**config.mk**
```make
export PLATFORM = sky130hd
export DESIGN_NAME = sasr_host
export DESIGN_NICKNAME = d
export VERILOG_FILES = /design/src/sasr_pkg.sv /design/src/sasr_host.sv /design/src/sasr_timer.sv
export VERILOG_INCLUDE_DIRS = /design/src
export SDC_FILE = /design/constraint.sdc
export NUM_CORES = 1
export LEC_CHECK = 0
export BUFFER_PORTS_ARGS = -buffer_cell sky130_fd_sc_hd__buf_2
export CAP_MARGIN = 5
export CORE_UTILIZATION = 25
export DETAILED_ROUTE_END_ITERATION = 7
export GPL_TIMING_DRIVEN = 0
export PLACE_DENSITY = 0.56
export SLEW_MARGIN = 20
export SYNTH_ARGS = -nofsm -noshare
export SYNTH_HDL_FRONTEND = slang
export SYNTH_SLANG_ARGS = --single-unit
```
**constraint.sdc**
```tcl
create_clock -name clk -period 1.9 [get_ports clk]
set_input_delay 0.095 -clock clk [delete_from_list [all_inputs] [get_ports clk]]
set_output_delay 0.095 -clock clk [all_outputs]
set_load 0.05 [all_outputs]
```
**src/sasr_defs.svh**
```systemverilog
// Timing, width and reset constants for the static RAM host controller.
// Assumes a 250 MHz system clock; every count is derived from the ns figures.
`ifndef SASR_DEFS_SVH
`define SASR_DEFS_SVH

`define SASR_ADDR_W         15
`define SASR_DATA_W         8
`define SASR_DEPTH          32768
`define SASR_SYNC_STAGES    2
`define SASR_TIMER_W        3

`define SASR_CLK_NS         4
`define SASR_CYCLE_TIME_NS  12
`define SASR_ADDR_DATA_NS   12
`define SASR_OE_DATA_NS     6
`define SASR_ADDR_WEND_NS   10
`define SASR_DSETUP_NS      6
`define SASR_DESEL_FLOAT_NS 7
`define SASR_OE_FLOAT_NS    6

// Least times round up to whole cycles
`define SASR_CEIL_CYC(ns)   (((ns) + `SASR_CLK_NS - 1) / `SASR_CLK_NS)
`define SASR_MAX2(a, b)     (((a) > (b)) ? (a) : (b))

`define SASR_ACCESS_CYC     `SASR_MAX2(`SASR_CEIL_CYC(`SASR_ADDR_DATA_NS), \
                                       `SASR_CEIL_CYC(`SASR_OE_DATA_NS))
`define SASR_WRITE_CYC      `SASR_MAX2(`SASR_MAX2(`SASR_CEIL_CYC(`SASR_ADDR_WEND_NS), \
                                       `SASR_CEIL_CYC(`SASR_DSETUP_NS)), \
                                       `SASR_CEIL_CYC(`SASR_CYCLE_TIME_NS))
`define SASR_TURN_CYC       `SASR_MAX2(`SASR_CEIL_CYC(`SASR_DESEL_FLOAT_NS), \
                                       `SASR_CEIL_CYC(`SASR_OE_FLOAT_NS))

`define SASR_READ_LOAD      (`SASR_ACCESS_CYC + `SASR_SYNC_STAGES)
`define SASR_WRITE_LOAD     (`SASR_WRITE_CYC - 1)
`define SASR_TURN_LOAD      (`SASR_TURN_CYC - 1)

`define SASR_RST_ADDR       15'h0000
`define SASR_RST_DATA       8'h00

`endif

```
**src/sasr_pkg.sv**
```systemverilog
// Types shared by the static RAM host controller and its timer.
// Assumes sasr_defs.svh supplies the widths.
`include "sasr_defs.svh"

package sasr_pkg;

  typedef enum logic [1:0] {
    SASR_IDLE  = 2'b00,
    SASR_READ  = 2'b01,
    SASR_WRITE = 2'b10,
    SASR_TURN  = 2'b11
  } sasr_state_t;

  typedef struct packed {
    logic                     write;
    logic [`SASR_ADDR_W-1:0]  addr;
    logic [`SASR_DATA_W-1:0]  wdata;
  } sasr_req_t;

  typedef struct packed {
    logic [`SASR_ADDR_W-1:0]  addr;
    logic                     cs_n;
    logic                     oe_n;
    logic                     we_n;
    logic [`SASR_DATA_W-1:0]  dq_out;
    logic                     dq_oe;
  } sasr_pin_out_t;

endpackage : sasr_pkg

```
**src/sasr_host.sv**
```systemverilog
// Host controller driving an asynchronous 32K x 8 static RAM over its pins.
// Assumes the memory meets its own access and float limits; data in is async.
`timescale 1ns/1ns
`include "sasr_defs.svh"

module sasr_host
  import sasr_pkg::*;
(
  input  wire logic                    clk,
  input  wire logic                    sys_rst,
  input  wire logic                    req_valid,
  input  wire sasr_req_t               req,
  output      logic                    req_ready,
  output      logic                    rsp_valid,
  output      logic [`SASR_DATA_W-1:0] rsp_rdata,
  output      sasr_pin_out_t           pins,
  input  wire logic [`SASR_DATA_W-1:0] sram_dq_in
);

  sasr_state_t               state;
  sasr_state_t               next_state;
  sasr_pin_out_t             next_pins;
  logic                      next_req_ready;
  logic                      next_rsp_valid;
  logic [`SASR_DATA_W-1:0]   next_rsp_rdata;
  logic                      tmr_load;
  logic [`SASR_TIMER_W-1:0]  tmr_val;
  logic                      tmr_done;
  logic [`SASR_DATA_W-1:0]   dq_meta;
  logic [`SASR_DATA_W-1:0]   dq_sync;

  sasr_timer #(
    .W (`SASR_TIMER_W)
  ) u_timer (
    .clk      (clk),
    .sys_rst  (sys_rst),
    .load     (tmr_load),
    .load_val (tmr_val),
    .done     (tmr_done)
  );

  // Read data arrives with no relation to clk
  always_ff @(posedge clk) begin
    if (sys_rst) begin
      dq_meta <= `SASR_RST_DATA;
      dq_sync <= `SASR_RST_DATA;
    end else begin
      dq_meta <= sram_dq_in;
      dq_sync <= dq_meta;
    end
  end

  always_comb begin
    next_state     = state;
    next_pins      = pins;
    next_rsp_valid = 1'b0;
    next_rsp_rdata = rsp_rdata;
    tmr_load       = 1'b0;
    tmr_val        = '0;
    case (state)
      SASR_IDLE: begin
        if (req_valid && req_ready) begin
          tmr_load       = 1'b1;
          next_pins.addr = req.addr;
          next_pins.cs_n = 1'b0;
          if (req.write) begin
            // Output enable stays high so the memory never drives in a write
            next_pins.oe_n   = 1'b1;
            next_pins.we_n   = 1'b0;
            next_pins.dq_out = req.wdata;
            next_pins.dq_oe  = 1'b1;
            tmr_val          = `SASR_TIMER_W'(`SASR_WRITE_LOAD);
            next_state       = SASR_WRITE;
          end else begin
            next_pins.oe_n   = 1'b0;
            next_pins.we_n   = 1'b1;
            next_pins.dq_oe  = 1'b0;
            // Access time plus the two synchroniser stages
            tmr_val          = `SASR_TIMER_W'(`SASR_READ_LOAD);
            next_state       = SASR_READ;
          end
        end
      end
      SASR_READ: begin
        if (tmr_done) begin
          next_rsp_rdata = dq_sync;
          next_rsp_valid = 1'b1;
          next_pins.cs_n = 1'b1;
          next_pins.oe_n = 1'b1;
          tmr_load       = 1'b1;
          tmr_val        = `SASR_TIMER_W'(`SASR_TURN_LOAD);
          next_state     = SASR_TURN;
        end
      end
      SASR_WRITE: begin
        if (tmr_done) begin
          // Zero hold lets data release on the strobe edge itself
          next_pins.we_n  = 1'b1;
          next_pins.cs_n  = 1'b1;
          next_pins.dq_oe = 1'b0;
          next_rsp_valid  = 1'b1;
          next_state      = SASR_IDLE;
        end
      end
      SASR_TURN: begin
        // Idle gap until the memory has let go of the bus
        if (tmr_done) begin
          next_state = SASR_IDLE;
        end
      end
      default: begin
        next_state = SASR_IDLE;
      end
    endcase
    next_req_ready = (next_state == SASR_IDLE);
  end

  always_ff @(posedge clk) begin
    if (sys_rst) begin
      state       <= SASR_IDLE;
      pins.addr   <= `SASR_RST_ADDR;
      pins.cs_n   <= 1'b1;
      pins.oe_n   <= 1'b1;
      pins.we_n   <= 1'b1;
      pins.dq_out <= `SASR_RST_DATA;
      pins.dq_oe  <= 1'b0;
      req_ready   <= 1'b0;
      rsp_valid   <= 1'b0;
      rsp_rdata   <= `SASR_RST_DATA;
    end else begin
      state     <= next_state;
      pins      <= next_pins;
      req_ready <= next_req_ready;
      rsp_valid <= next_rsp_valid;
      rsp_rdata <= next_rsp_rdata;
    end
  end
endmodule : sasr_host

```
**src/sasr_timer.sv**
```systemverilog
// Down counter that paces each phase of a memory cycle.
// Assumes a load pulse from the controller on the same clock.
`timescale 1ns/1ns

module sasr_timer
  import sasr_pkg::*;
#(
  parameter int W = 3
) (
  input  wire logic         clk,
  input  wire logic         sys_rst,
  input  wire logic         load,
  input  wire logic [W-1:0] load_val,
  output      logic         done
);

  logic [W-1:0] count;
  logic [W-1:0] next_count;

  always_comb begin
    next_count = count;
    if (load) begin
      next_count = load_val;
    end else if (count != '0) begin
      next_count = count - W'(1);
    end
  end

  always_ff @(posedge clk) begin
    if (sys_rst) begin
      count <= '0;
    end else begin
      count <= next_count;
    end
  end

  assign done = (count == '0);

endmodule : sasr_timer

```
; ---- Yosys cells after proc, flatten, opt, wreduce, memory -nomap -nowiden
; Index checks and enable logic that the tools add are counted.
; Widths: inputs -> output; s select.
[word_totals]
elab_cells = 63
reg_bits = 58
in_bits = 35
output_inout_bits = 37
[op_classes]
eq_ne = 6
add_sub_neg = 1
n_reduce_logical = 18
mux = 24
n_bitwise = 1
[ops]
columns = op, count
row1 = $mux 12, 1
row2 = $mux 3, 4
row3 = $mux 2, 5
row4 = $reduce_and 3->1, 3
row5 = $mux 8, 1
row6 = $pmux 1 s2, 4
row7 = $mux 1, 6
row8 = $ne 2x2->1 const B, 3
row9 = $pmux 2 s3, 1
row10 = $pmux 3 s2, 1
row11 = $reduce_bool 2->1, 3
row12 = $reduce_bool 3->1, 2
row13 = $reduce_or 2->1, 3
row14 = $eq 2x2->1 const B, 2
row15 = $logic_not 2->1, 2
row16 = $reduce_and 2->1, 2
row17 = $reduce_and 4->1, 1
row18 = $logic_not 3->1, 1
row19 = $pmux 1 s3, 1
row20 = $sub 3x1->3 const B, 1
row21 = $eq 2x1->1 const B, 1
row22 = $logic_and 1x1->1, 1
row23 = $not 1->1, 1

; ---- Logic depth before layout (Yosys ltp)
; Gate-level depths: netlist (run 1).
[depth]
ltp_word = 4
depth_mapped = 7
ltp_nobuf = 6

; ---- By module
; From an unflattened synthesis (run 1), not the netlist that was laid out.
[hier_totals]
hier_cells = 244
hier_area_um2 = 2164.6
[by_module_without_submodules]
columns = mod, cells_per_inst, area_each_um2, n_inst, seq_area_each_um2
row1 = sasr_host, 222, 1958.1, 1, 1101.1
row2 = sasr_timer, 22, 206.4, 1, 60.1

; ---- Worst setup path before layout (run 1)
; OpenSTA, ideal clock, no wires.
[synth_timing]
path_type = register -> register
from = register req_ready
to = register pins[9] (netlist name)
required_ns = 1.782
t_arrival_ns = 1.342
n_path_buf = 1
setup_ns = 0.118
path_slack_ns = 0.440
stages_incl_launch_ff = 6
period_less_slack_ns = 1.460
path_cell_list = dfxtp_1 > and3_1 > buf_6 > nand2_4 > o22ai_1 > nand2b_1
[synth_via]
elab_chain_len = 3
[synth_lines]
columns = item, line
row1 = start: declaration, sasr_host.sv:13  ; output logic req_ready,
row2 = start signal: assignment, sasr_host.sv:133  ; req_ready <= next_req_ready;
row3 = $logic_and 1x1->1, sasr_host.sv:62  ; if (req_valid && req_ready) begin
row4 = $ne 2x2->1 (no source line), n/a
row5 = $reduce_and 3->1 (no source line), n/a
row6 = end signal: assignment, sasr_host.sv:132  ; pins <= next_pins;
row7 = end: declaration, sasr_host.sv:16  ; output sasr_pin_out_t pins,
; No other way between the ends.
; A chain may end at the register's enable or synchronous reset.

; ---- Final worst setup path (run 1)
[layout_timing]
from = register state[0]
to = register pins[18] (netlist name)
[layout_via]
elab_chain_len = 2
[layout_lines]
columns = item, line
row1 = start: declaration, sasr_host.sv:20  ; sasr_state_t state;
row2 = start signal: assignment, sasr_host.sv:131  ; state <= next_state;
row3 = $logic_not 2->1, sasr_host.sv:60  ; case (state)
row4 = $reduce_and 2->1 (no source line), n/a
; No other way between the ends.

==> results.txt, run 1 <==
* Number of nets in the layout: 396
- The die covers 8990 um2.
- For this run, the total global-route usage over all layers was measured as 0.128.
- Synthesis inferred 58 register bits.
- Share of power burned in combinational logic: 0.345
* Placeable core area: ~8300 um2
- For the finished layout, the period the worst path requires is 1680 ps.
* Die width: roughly 95 um
- Post-layout power: 4.30 mW
- Along the worst path, the maximum fanout reaches 10.
- Worst setup path class: reg -> reg
- 0 antenna diodes ended up in the layout.
- Switch share: 0.362
- The share of synthesized area in the top cell type comes to 0.539.
* Placed insts: 419
- Antenna viol nets, final: 0
- Clock insertion delay at the later pin of the skew report: 330 ps
- After detailed routing, the number of remaining DRC violations is 0.
* Hold bufs inserted after CTS: 30
- STA classifies the critical path endpoint as a flop.
- Setup violations remaining at the end of the flow were counted as 0.
- Once layout is done, the placed cells without fillers occupy ~3200 um2.
- Fill cell total of the finished layout: 871
* Int Pwr: 2.74 mW
- Detailed routing inserted a total of 1922 vias.
* Pre-CTS setup slack: 244 ps
- Status: finished, final reports clean
- Clock group share of total power: 0.312
- In the final timing run, aggregate negative setup slack is 0 ps.
* PwrDens: approximately 1400 nW/um2
- The H-tree was split into 3 levels.
- The mapped netlist covers 2150 um2.
- For this block, the initial DRC count from the detailed router was 77.
* Leakage power total: between 1 and 1.5 nW
* Hold violation count in the final report: 0
* Maximum vdd ir drop: 0.484 mV
- Routability-driven placement finished with a final weighted congestion of roughly 0.77.
- Buffers added to address setup during post-CTS repair amount to 0.
- Via-to-Cell Ratio: 4.13
- Synthesis produced a netlist whose cell count is 244.
- Share of layout cells above drive strength 1: 0.269
* Flop pwr share: 0.343
- Yosys mapped the design onto 33 distinct sky130hd cell types.
- Number of gates given a new drive strength after cts: 0
- Largest net degree at the start of global routing: 11
- TritonCTS built the clock tree.
- Global-route wire length before repair: 8.60 mm
* Number of global-route vias before repair: 1914
- Setup repair after global routing left no endpoint under its margin.
* Most area-hungry cell type in the Yosys netlist: dfxtp_1
- Proportion of synthesized chip area in sequential cells: 0.539
- The worst pin sits at a relative slew slack of 0.617.
* Area growth, synth to finish: 47.2%
- Die Y-Extent: roughly 95 um
- Max-cap violations in this run came to 0.
- At the end of the flow the core is filled with cells to 0.384.
* Wirelength, routed: 5.22 mm
* Kind of start point of the critical path: flop
* DR pass1 iterations: 4
* Proportion of register bits with asynchronous set or reset after synthesis: 0
* Top achievable clock speed: 596 MHz
- DP Wirelength: between 3 and 4 mm
* Count of pins on the block boundary: 72
- Synthesis produced a netlist with a net count of roughly 290.
- For this run the aggregate overflow at the end of global routing stands at 0.
* Ranking of synthesized cells by instance count: nand2_1 (59), dfxtp_1 (58), a21oi_1 (38), nor2b_1 (17), nor2_1 (9)
* Sinks on the clock net: 58
* Clk slew on worst S/H paths: 70 ps
- Number of slew-limit violations in the final report: 0
- The Yosys step of the flow raised 0 warnings.
* Switching power summed over all nets: approximately 1.6 mW
* Seq. cell area: 1160 um2
- Fin Clk Skew: 7.42 ps
- Final hold analysis gives a worst-case slack of 18.0 ps.
* Actual slew at the worst max-slew pin: 575 ps
- Required time at the worst-slack endpoint: 2170 ps
* Most frequently used cell type in the post-synthesis netlist: nand2_1
* Starting density of the core: 0.261
* Top_reg_cell synth: dfxtp_1
- Antenna violations before repair: 0
* Routed wire per std cell: approximately 11 um
* Path type of the worst min-delay path: in -> reg
- Clock tree synthesis inserted a total of 9 buffers.
- The finished layout holds 465 standard cells, fillers aside.
* Buffers on Ports: 70
- Mean instance size in the synthesized netlist: 8.83 um2
- Cell row count: 33
* Largest cells by area after synthesis: dfxtp_1 (54%), nand2_1 (10%), a21oi_1 (8.8%), nor2b_1 (4.9%), ha_1 (3.5%)
* Number of flops mapped to enable cells by yosys: 0
* Worst setup margin: 223 ps
- Summing all multi-input logic gate instances after layout gives 893 um2.
- Fin crit share: 0.883
- Worst-case clock buffer depth: 2
* Critical path arrival: 1940 ps
- Clock tree root buffer cell: clkbuf_8
- Area of placed instances: ~2600 um2
==> placed cells by master (no fill, tap or decap), types with 2 or more instances in the layout <==
cell type / count
a21oi_1: 38
buf_2: 73
buf_6: 2
bufinv_16: 3
clkbuf_1: 9
clkbuf_8: 9
dfxtp_1: 58
dlygate4sd3_1: 30
ha_1: 6
inv_1: 6
mux2i_1: 3
nand2_1: 59
nand2b_1: 3
nand3_1: 8
nor2_1: 9
nor2b_1: 17
o21ai_0: 6
==> worst paths after layout <==
path                         start               endpoint  slack, ps  cells after the start
max            state[0]$_SDFF_PP0_  pins[18]$_SDFFE_PP0P_        220                      6
min                         req[2]   pins[3]$_SDFFE_PP0P_         20                      3
max reg2reg    state[0]$_SDFF_PP0_  pins[18]$_SDFFE_PP0P_        220                      6
min reg2reg  dq_meta[2]$_SDFF_PP0_  dq_sync[2]$_SDFF_PP0_        440                      1
==> power groups by stage <==
stage,combinational [mW],clock (mW),sequential [mW]
final,1.48,1.34,1.48
after floorplan,0.742,0,1.85
after global placement,1.42,0,1.49
after global routing,1.63,1.43,1.50
after CTS,1.48,1.38,1.48
after detailed placement,1.43,0,1.50
==> cell type report <==
cell class / count / share of cell area
inverters: 6 / 0.00711
plain buffers: 14 / 0.0241
clock inverters: 5 / 0.0324
well taps: 105 / 0.0415
repair buffers: 100 / 0.205
multi-input cells: 166 / 0.282
flip-flops and latches: 58 / 0.366
clock buffers: 11 / 0.0415
==> registers in the layout, indices dropped and copies added (netlist names) <==
name           flops
dq_meta            8
dq_sync            8
pins              27
req_ready          1
rsp_rdata          8
rsp_valid          1
state              2
u_timer.count      3
==> kinds of logic (layout without fill, tap and decap cells) <==
| family | after synthesis | after routing | synth area share |
|---|---|---|---|
| mux | 3 | 3 | 0.0139 |
| fa+ha+maj | 6 | 6 | 0.0349 |
| flops | 58 | 58 | 0.539 |
| compound gates | 54 | 54 | 0.145 |
| buf+inv | 20 | 136 | 0.0459 |
| simple gates | 102 | 102 | 0.217 |
| xor+xnor | 1 | 1 | 0.00407 |
==> metal layers <==
metal | vias to the layer above | global-route usage | part of all wire
met5 | - | 0 | 0
met4 | 0 | 0.0669 | 0.019
met3 | 9 | 0.0451 | 0.049
met2 | 43 | 0.207 | 0.44
met1 | 845 | 0.149 | 0.49
li1 | 1025 | - | -
==> critical path, cell delays in order, from the launching register on <==
cell and delay, ps:
dfxtp_1 410, inv_1 110, ha_1 310, nand3_2 140, clkbuf_1 390, nand2_1 100
a21oi_1 150
No activity file was read; power rests on OpenSTA's default activity.
==> inputs of run 2 (changes only) <==
--- a/config.mk
+++ b/config.mk
@@ -8,10 +8,10 @@
 export LEC_CHECK = 0
 export BUFFER_PORTS_ARGS = -buffer_cell sky130_fd_sc_hd__buf_2
 export CAP_MARGIN = 5
-export CORE_UTILIZATION = 25
+export CORE_UTILIZATION = 45
 export DETAILED_ROUTE_END_ITERATION = 7
 export GPL_TIMING_DRIVEN = 0
-export PLACE_DENSITY = 0.56
+export PLACE_DENSITY = 0.84
 export SLEW_MARGIN = 20
 export SYNTH_ARGS = -nofsm -noshare
 export SYNTH_HDL_FRONTEND = slang
==> results.txt, run 2 (same netlist as run 1, synthesis figures left out) <==
- The flow ran to the end, but the final reports show violations.
- Failing checks: DRC
- The share of the cycle needed by the critical path after routing is 0.876 (-0.00644).
- Startpoint of the worst register-to-register path: state[0]$_SDFF_PP0_
- Pre-CTS setup slack: 288 ps (+44.4 ps)
* DR pass1 iterations: 8 (+4)
- The share of power burned in combinational logic is 0.350 (+0.005).
- STA classifies the critical path startpoint as a flop.
- The top achievable clock speed was 601 MHz (+0.74%).
- The number of primary I/O pins was 72 (unchanged).
* Area of placed instances: 2570 um2 (-2.5%)
- The number of nets in the layout is 395 (-0.25%).
- The routed via count is 2038 (+6.0%).
- Die width: 71.2 um (-25%)
- The area of all placed cells without fillers is 3090 um2 (-2.6%).
- Critical path startpoint: state[0]$_SDFF_PP0_
* Largest net degree at the start of global routing: 13 (+2)
* Area occupied by multi-input gates: 893 um2 (unchanged)
- The count of clock tree sinks came to 58 (unchanged).
* Flip-flop count of the largest register after layout: 27 (unchanged)
- The worst slew slack as a fraction of its limit is 0.651 (+0.0340).
* DRC violation count after routing: 7 (+7)
- Number of slew-limit violations in the final report: 0 (unchanged)
- Total negative slack for setup checks: 0 ps (unchanged)
* Via-to-Cell Ratio: 4.96 (+20%)
- Final Critical Period: 1660 ps (-12.2 ps)
* Die Y-Extent: 71.2 um (-25%)
* Hold violation count in the final report: 0 (unchanged)
- The starting density of the core was 0.481 (+0.221).
* Top library cells by usage in the layout, fill and taps aside: buf_2 (73), nand2_1 (59), dfxtp_1 (58)
* Slowest stage cell, crit path: dfxtp_1
* Maximum Capacitance Violations: 0 (unchanged)
- The library cell used most frequently in the layout, excluding fill and tap cells, is buf_2.
- DP Wirelength: 3.22 mm (-12%)
* Antenna viol nets, final: 0 (unchanged)
- Biggest cell delay along the critical path: 420 ps (about the same)
- Area growth, synth to finish: 43.3%
- The fill cell total of the finished layout came to 332 (-62%).
- Crit-path max FO: 10 (unchanged)
* Total of endpoints with negative setup slack in the final report: 0 (unchanged)
- The worst-skew pair later-pin latency is 340 ps (about the same).
- Worst-case clock buffer depth: 2 (unchanged)
- The highest ir drop seen on vdd is 1.06 mV (+120%).
- CTS H-Tree Depth: 3 (unchanged)
* Seq. cell area: 1160 um2 (unchanged)
* Fin Clk Skew: 8.21 ps (+0.796 ps)
* TritonCTS clock tree: yes
- Clk slew on worst S/H paths: 70 ps (about the same)
- Final antenna diode count: 0 (unchanged)
* RSZ-0062 raised after global routing: no
- Critical path arrival: 1870 ps (-70 ps)
* Leakage power total: 1.36 nW (-0.37%)
- Path type of the worst min-delay path: in -> reg
- Buffers on Ports: 70 (unchanged)
* Switching power summed over all nets: 1.62 mW (+4.0%)
* Switch share: 0.381 (+0.0196)
- Worst setup path class: reg -> reg
- Placer congestion estimate: 0.898 (+17%)
* Clock group share of total power: 0.301 (-0.011)
* Actual slew at the worst max-slew pin: 524 ps (-51.1 ps)
* Cell row count: 24 (-27%)
- Int Pwr: 2.62 mW (-4.4%)
- The total routing usage reported by global routing was 0.217 (+0.0888).
- Inserted Clock Buffers: 9 (unchanged)
- The area enclosed by the die boundary was 5070 um2 (-44%).
* Number of global-route vias before repair: 1893 (-1.1%)
- PwrDens: 1370 nW/um2 (+1.3%)
* Clock tree root buffer cell: clkbuf_8
- Wirelength, routed: 5.19 mm (-0.52%)
- Worst setup margin: 235 ps (+12.2 ps)
- Counting flops per register, the top entry is pins.
* Cell breakdown of the critical path: inv_1, ha_1, nand3_2, buf_2, o21ai_0, a31oi_1, nor3_1
- Sum of overflow across all layers after global routing: 0 (unchanged)
- The startpoint identified for the worst hold timing path is req[3].
- The number of design-rule violations left by the first detailed-router iteration is 87 (+13%).
* Routed wire per std cell: 12.6 um (+13%)
* Sort of element at the end of the critical path: flop
- The fraction of layout instances using a drive strength above 1 was 0.279 (+0.00911).
* Antenna violations before repair: 0 (unchanged)
- The wire length of the first global-routing pass was 8.35 mm (-2.9%).
- The required time at the endpoint of the critical path came to 2110 ps (-60 ps).
- Post-layout power: 4.24 mW (-1.4%)
* Placeable core area: 4470 um2 (-46%)
- The part of the total power dissipated in sequential elements came to 0.350 (+0.007).
[run 2: critical path: cells and delay by family, from the launching register on]
kind            cells  cell delay, ps
compound gates      2             290
fa+ha+maj           1             300
buf+inv             2             340
flops               1             420
simple gates        2             200
[run 2: through the flow]
stage,hold WS (ps),std cells,util
after floorplan,223,244,-
after global placement,304,366,0.574
after detailed placement,307,366,0.574
after CTS,2.90,411,0.690
after global routing,17.5,411,0.690
final,10.1,411,0.690
[run 2: power by group through the flow]
stage	registers (mW)	clock network (mW)	logic (mW)
CTS	1.48	1.29	1.47
global route	1.50	1.33	1.61
floorplan	1.85	0	0.742
global placement	1.49	0	1.38
finish	1.48	1.27	1.48
detailed placement	1.50	0	1.41
[run 2: per-layer routing]
| layer | share of wire | vias to the layer above | track usage |
|---|---|---|---|
| met5 | 0 | - | 0 |
| met4 | 0.023 | 0 | 0.122 |
| met3 | 0.049 | 13 | 0.0584 |
| met2 | 0.50 | 68 | 0.376 |
| met1 | 0.42 | 929 | 0.240 |
| li1 | - | 1028 | - |
[run 2: final timing paths]
path,to,slack [ps],cells past startpoint
worst max-delay path,u_timer.count[1]$_SDFFE_PP0P_,240,7
worst min-delay path,pins[4]$_SDFFE_PP0P_,10,3
worst max register to register,u_timer.count[1]$_SDFFE_PP0P_,240,7
worst min register to register,dq_sync[4]$_SDFF_PP0_,440,1
[run 2: area by class of cell]
type                       count  share of cell area
timing repair buffer          99               0.208
buffer                        14              0.0251
multi-input combinational    166               0.289
clock buffer                   9              0.0401
inverter                       6             0.00730
tap                           52              0.0211
sequential                    58               0.376
clock inverter                 7              0.0332
[run 2: timing repair]
action                     in CTS  in global routing
setup endpoints to repair       0                  1
setup buffers                   0                  0
hold endpoints to repair       29                  0
hold buffers                   29                  0
resized for setup               0                  2
==> inputs of run 3 (changes only) <==
--- a/config.mk
+++ b/config.mk
@@ -7,11 +7,11 @@
 export NUM_CORES = 1
 export LEC_CHECK = 0
 export BUFFER_PORTS_ARGS = -buffer_cell sky130_fd_sc_hd__buf_2
-export CAP_MARGIN = 5
-export CORE_UTILIZATION = 45
+export CAP_MARGIN = 15
+export CORE_UTILIZATION = 30
 export DETAILED_ROUTE_END_ITERATION = 7
 export GPL_TIMING_DRIVEN = 0
-export PLACE_DENSITY = 0.84
+export PLACE_DENSITY = 0.63
 export SLEW_MARGIN = 20
 export SYNTH_ARGS = -nofsm -noshare
 export SYNTH_HDL_FRONTEND = slang
==> results.txt, run 3 (same netlist as run 1, synthesis figures left out) <==
* PwrDens: 1350 nW/um2 (-1.7%)
- Worst setup path class: reg -> reg
* Clock insertion delay at the later pin of the skew report: 340 ps (about the same)
* Sinks on the clock net: 58 (unchanged)
- Clock tree root buffer cell: clkbuf_8
* Fin crit share: 0.907 (+0.0313)
- The vertical die dimension is 86.7 um (+22%).
- Largest net degree at the start of global routing: 13 (unchanged)
- The post-CTS setup repair buffer count is 0 (unchanged).
- The post-route clock skew came to 4.77 ps (-3.44 ps).
- The met2 layer usage reported by global route was 0.254 (-0.122).
* Highest-utilization routing layer at the global route stage: met2
- The number of nets in the layout is 396 (+0.25%).
* Total routing resource utilization after global routing: 0.148 (-0.0690)
- The area enclosed by the die boundary was 7520 um2 (+48%).
* Slowest stage cell, crit path: dfxtp_1
- Depth of the most critical reg-to-reg path: 6 (-1)
* Via-to-Cell Ratio: 4.36 (-12%)
- The routed length per placed instance is 11.7 um (-7.4%).
- M3 GR Usage: 0.0410 (-0.0175)
* Antenna viol nets, final: 0 (unchanged)
- The final hold violation count is 0 (unchanged).
- Top library cells by usage in the layout, fill and taps aside: buf_2 (73), nand2_1 (59), dfxtp_1 (58)
* CTS H-Tree Depth: 3 (unchanged)
- Sort of element at the end of the critical path: flop
* Starting density of the core: 0.313 (-0.168)
- The placeable core region was 6870 um2 (+54%).
* Buffers on Ports: 70 (unchanged)
- The setup-violating endpoint count in the final report came to 0 (unchanged).
* Maximum Capacitance Violations: 0 (unchanged)
- Hold wc startpoint: req[1]
* DP Wirelength: 3.48 mm (+8.0%)
- Count of pins on the block boundary: 72 (unchanged)
- The number of design-rule violations left by the first detailed-router iteration came to 51 (-41%).
* Clk slew on worst S/H paths: 70 ps (about the same)
- The number of buffers on the longest clock path was 2 (unchanged).
- The final hold slack came to 6.11 ps (-3.99 ps).
* Min-Delay Endpoint: pins[2]$_SDFFE_PP0P_
- The number of buffers and inverters on the critical path came to 2 (unchanged).
- The fraction of layout instances using a drive strength above 1 is 0.275 (-0.00355).
* Slew HR: 0.646 (-0.00462)
* Leading cell type in the layout, fill and taps excluded: buf_2
* Family with the most delay on the worst path: buffers and inverters
- The top achievable clock speed is 580 MHz (-3.4%).
- The maximum cell stage delay along the critical path is 440 ps (+20 ps).
- RSZ-0062 raised after global routing: no
- Crit-path max FO: 10 (unchanged)
- From synthesis to final layout, the design area changed by 46.3%.
- The number of cell rows was 30 (+25%).
* Path type of the worst min-delay path: in -> reg
- The summed negative setup slack over all endpoints came to 0 ps (unchanged).
* DR pass1 iterations: 4 (-4)
- The detailed-route DRC error count came to 0 (-7).
- Status: finished, final reports clean
- Fill cell total of the finished layout: 669 (+100%)
- In this run the critical register-to-register path is captured at pins[22]$_SDFFE_PP0P_.
- The initial antenna violation count came to 0 (unchanged).
- Placer congestion estimate: 0.811 (-9.7%)
- The number of buffers added to fix hold violations after cts is 30 (+3.4%).
- The final antenna diode count is 0 (unchanged).
- The number of global-route vias before repair is 1862 (-1.6%).
- The worst hold path cell count is 3 (unchanged).
- Final Critical Period: 1720 ps (+59.5 ps)
* Global-route wire length before repair: 8.31 mm (-0.50%)
- TritonCTS built the clock tree.
- Number of gates given a new drive strength after cts: 0 (unchanged)
* Flip-flop count of the largest register after layout: 27 (unchanged)
- Post-layout power: 4.25 mW (+0.33%)
- Inserted Clock Buffers: 9 (unchanged)
- The required time at the endpoint of the critical path was 2170 ps (+60 ps).
* Wirelength, routed: 5.33 mm (+2.7%)
- The startpoint identified for the worst register-to-register timing path is state[0]$_SDFF_PP0_.
* Register with the most flip-flops: pins
- The fraction of met1 tracks used by global routing is 0.168 (-0.0722).
- Die width: 86.7 um (+22%)
* Number of slew-limit violations in the final report: 0 (unchanged)
* Maximum vdd ir drop: 0.501 mV (-53%)
* Leakage power total: 1.36 nW (-0.15%)
- Actual slew at the worst max-slew pin: 531 ps (+6.92 ps)
- Cell breakdown of the critical path: inv_1, ha_1, nand3_2, clkbuf_1, nand2_1, a21oi_1
- The routed via count was 1989 (-2.4%).
* Critical path arrival: 1990 ps (+120 ps)
- Internal reg-to-reg setup slack: 180 ps (-60 ps)
* Kind of start point of the critical path: flop
- Sum of overflow across all layers after global routing: 0 (unchanged)
[run 3: worst max path at each step]
stage	to	cells past startpoint	from	slack, ps
floorplan	pins[9]$_SDFFE_PP1P_	5	req_ready$_SDFF_PP0_	440
global placement	pins[25]$_SDFFE_PP0P_	6	state[0]$_SDFF_PP0_	270
detailed placement	pins[22]$_SDFFE_PP0P_	6	state[0]$_SDFF_PP0_	220
CTS	u_timer.count[1]$_SDFFE_PP0P_	7	state[0]$_SDFF_PP0_	190
global route	pins[22]$_SDFFE_PP0P_	6	state[0]$_SDFF_PP0_	20
finish	pins[22]$_SDFFE_PP0P_	6	state[0]$_SDFF_PP0_	180
[run 3: metal layers]
metal | vias to the layer above | wire length [um]
met2 | 57 | 2620
met5 | - | 0
met4 | 0 | 113
met1 | 896 | 2360
met3 | 11 | 234
li1 | 1025 | -
[run 3: metrics by stage]
step	area, um2	std cells	setup WS [ps]	util
after global placement	2620	410	274	0.382
after global routing	3150	456	23.6	0.458
after CTS	3150	456	187	0.458
final	3150	456	176	0.458
after detailed placement	2620	410	220	0.382
after floorplan	2150	244	440	-
[run 3: final cells by class]
class	count	area (um2)	share of cell area
inverters	6	22.5	0.00715
repair buffers	100	651	0.207
flip-flops and latches	58	1160	0.369
well taps	96	120	0.0381
multi-input cells	166	893	0.284
plain buffers	14	76.3	0.0242
clock buffers	9	124	0.0393
clock inverters	7	101	0.0322
[run 3: where the power goes]
part / internal (mW) / total [mW] / switching (mW)
logic: 0.495 / 1.49 / 0.992
clock network: 0.749 / 1.29 / 0.541
registers: 1.38 / 1.48 / 0.0977
[run 3: tightest hold or removal path: cells and delay by family]
kind	cells	cell delay [ps]
AO/OA/AOI/OAI	1	50
buffers and inverters	1	100
AND/OR/NAND/NOR	1	50
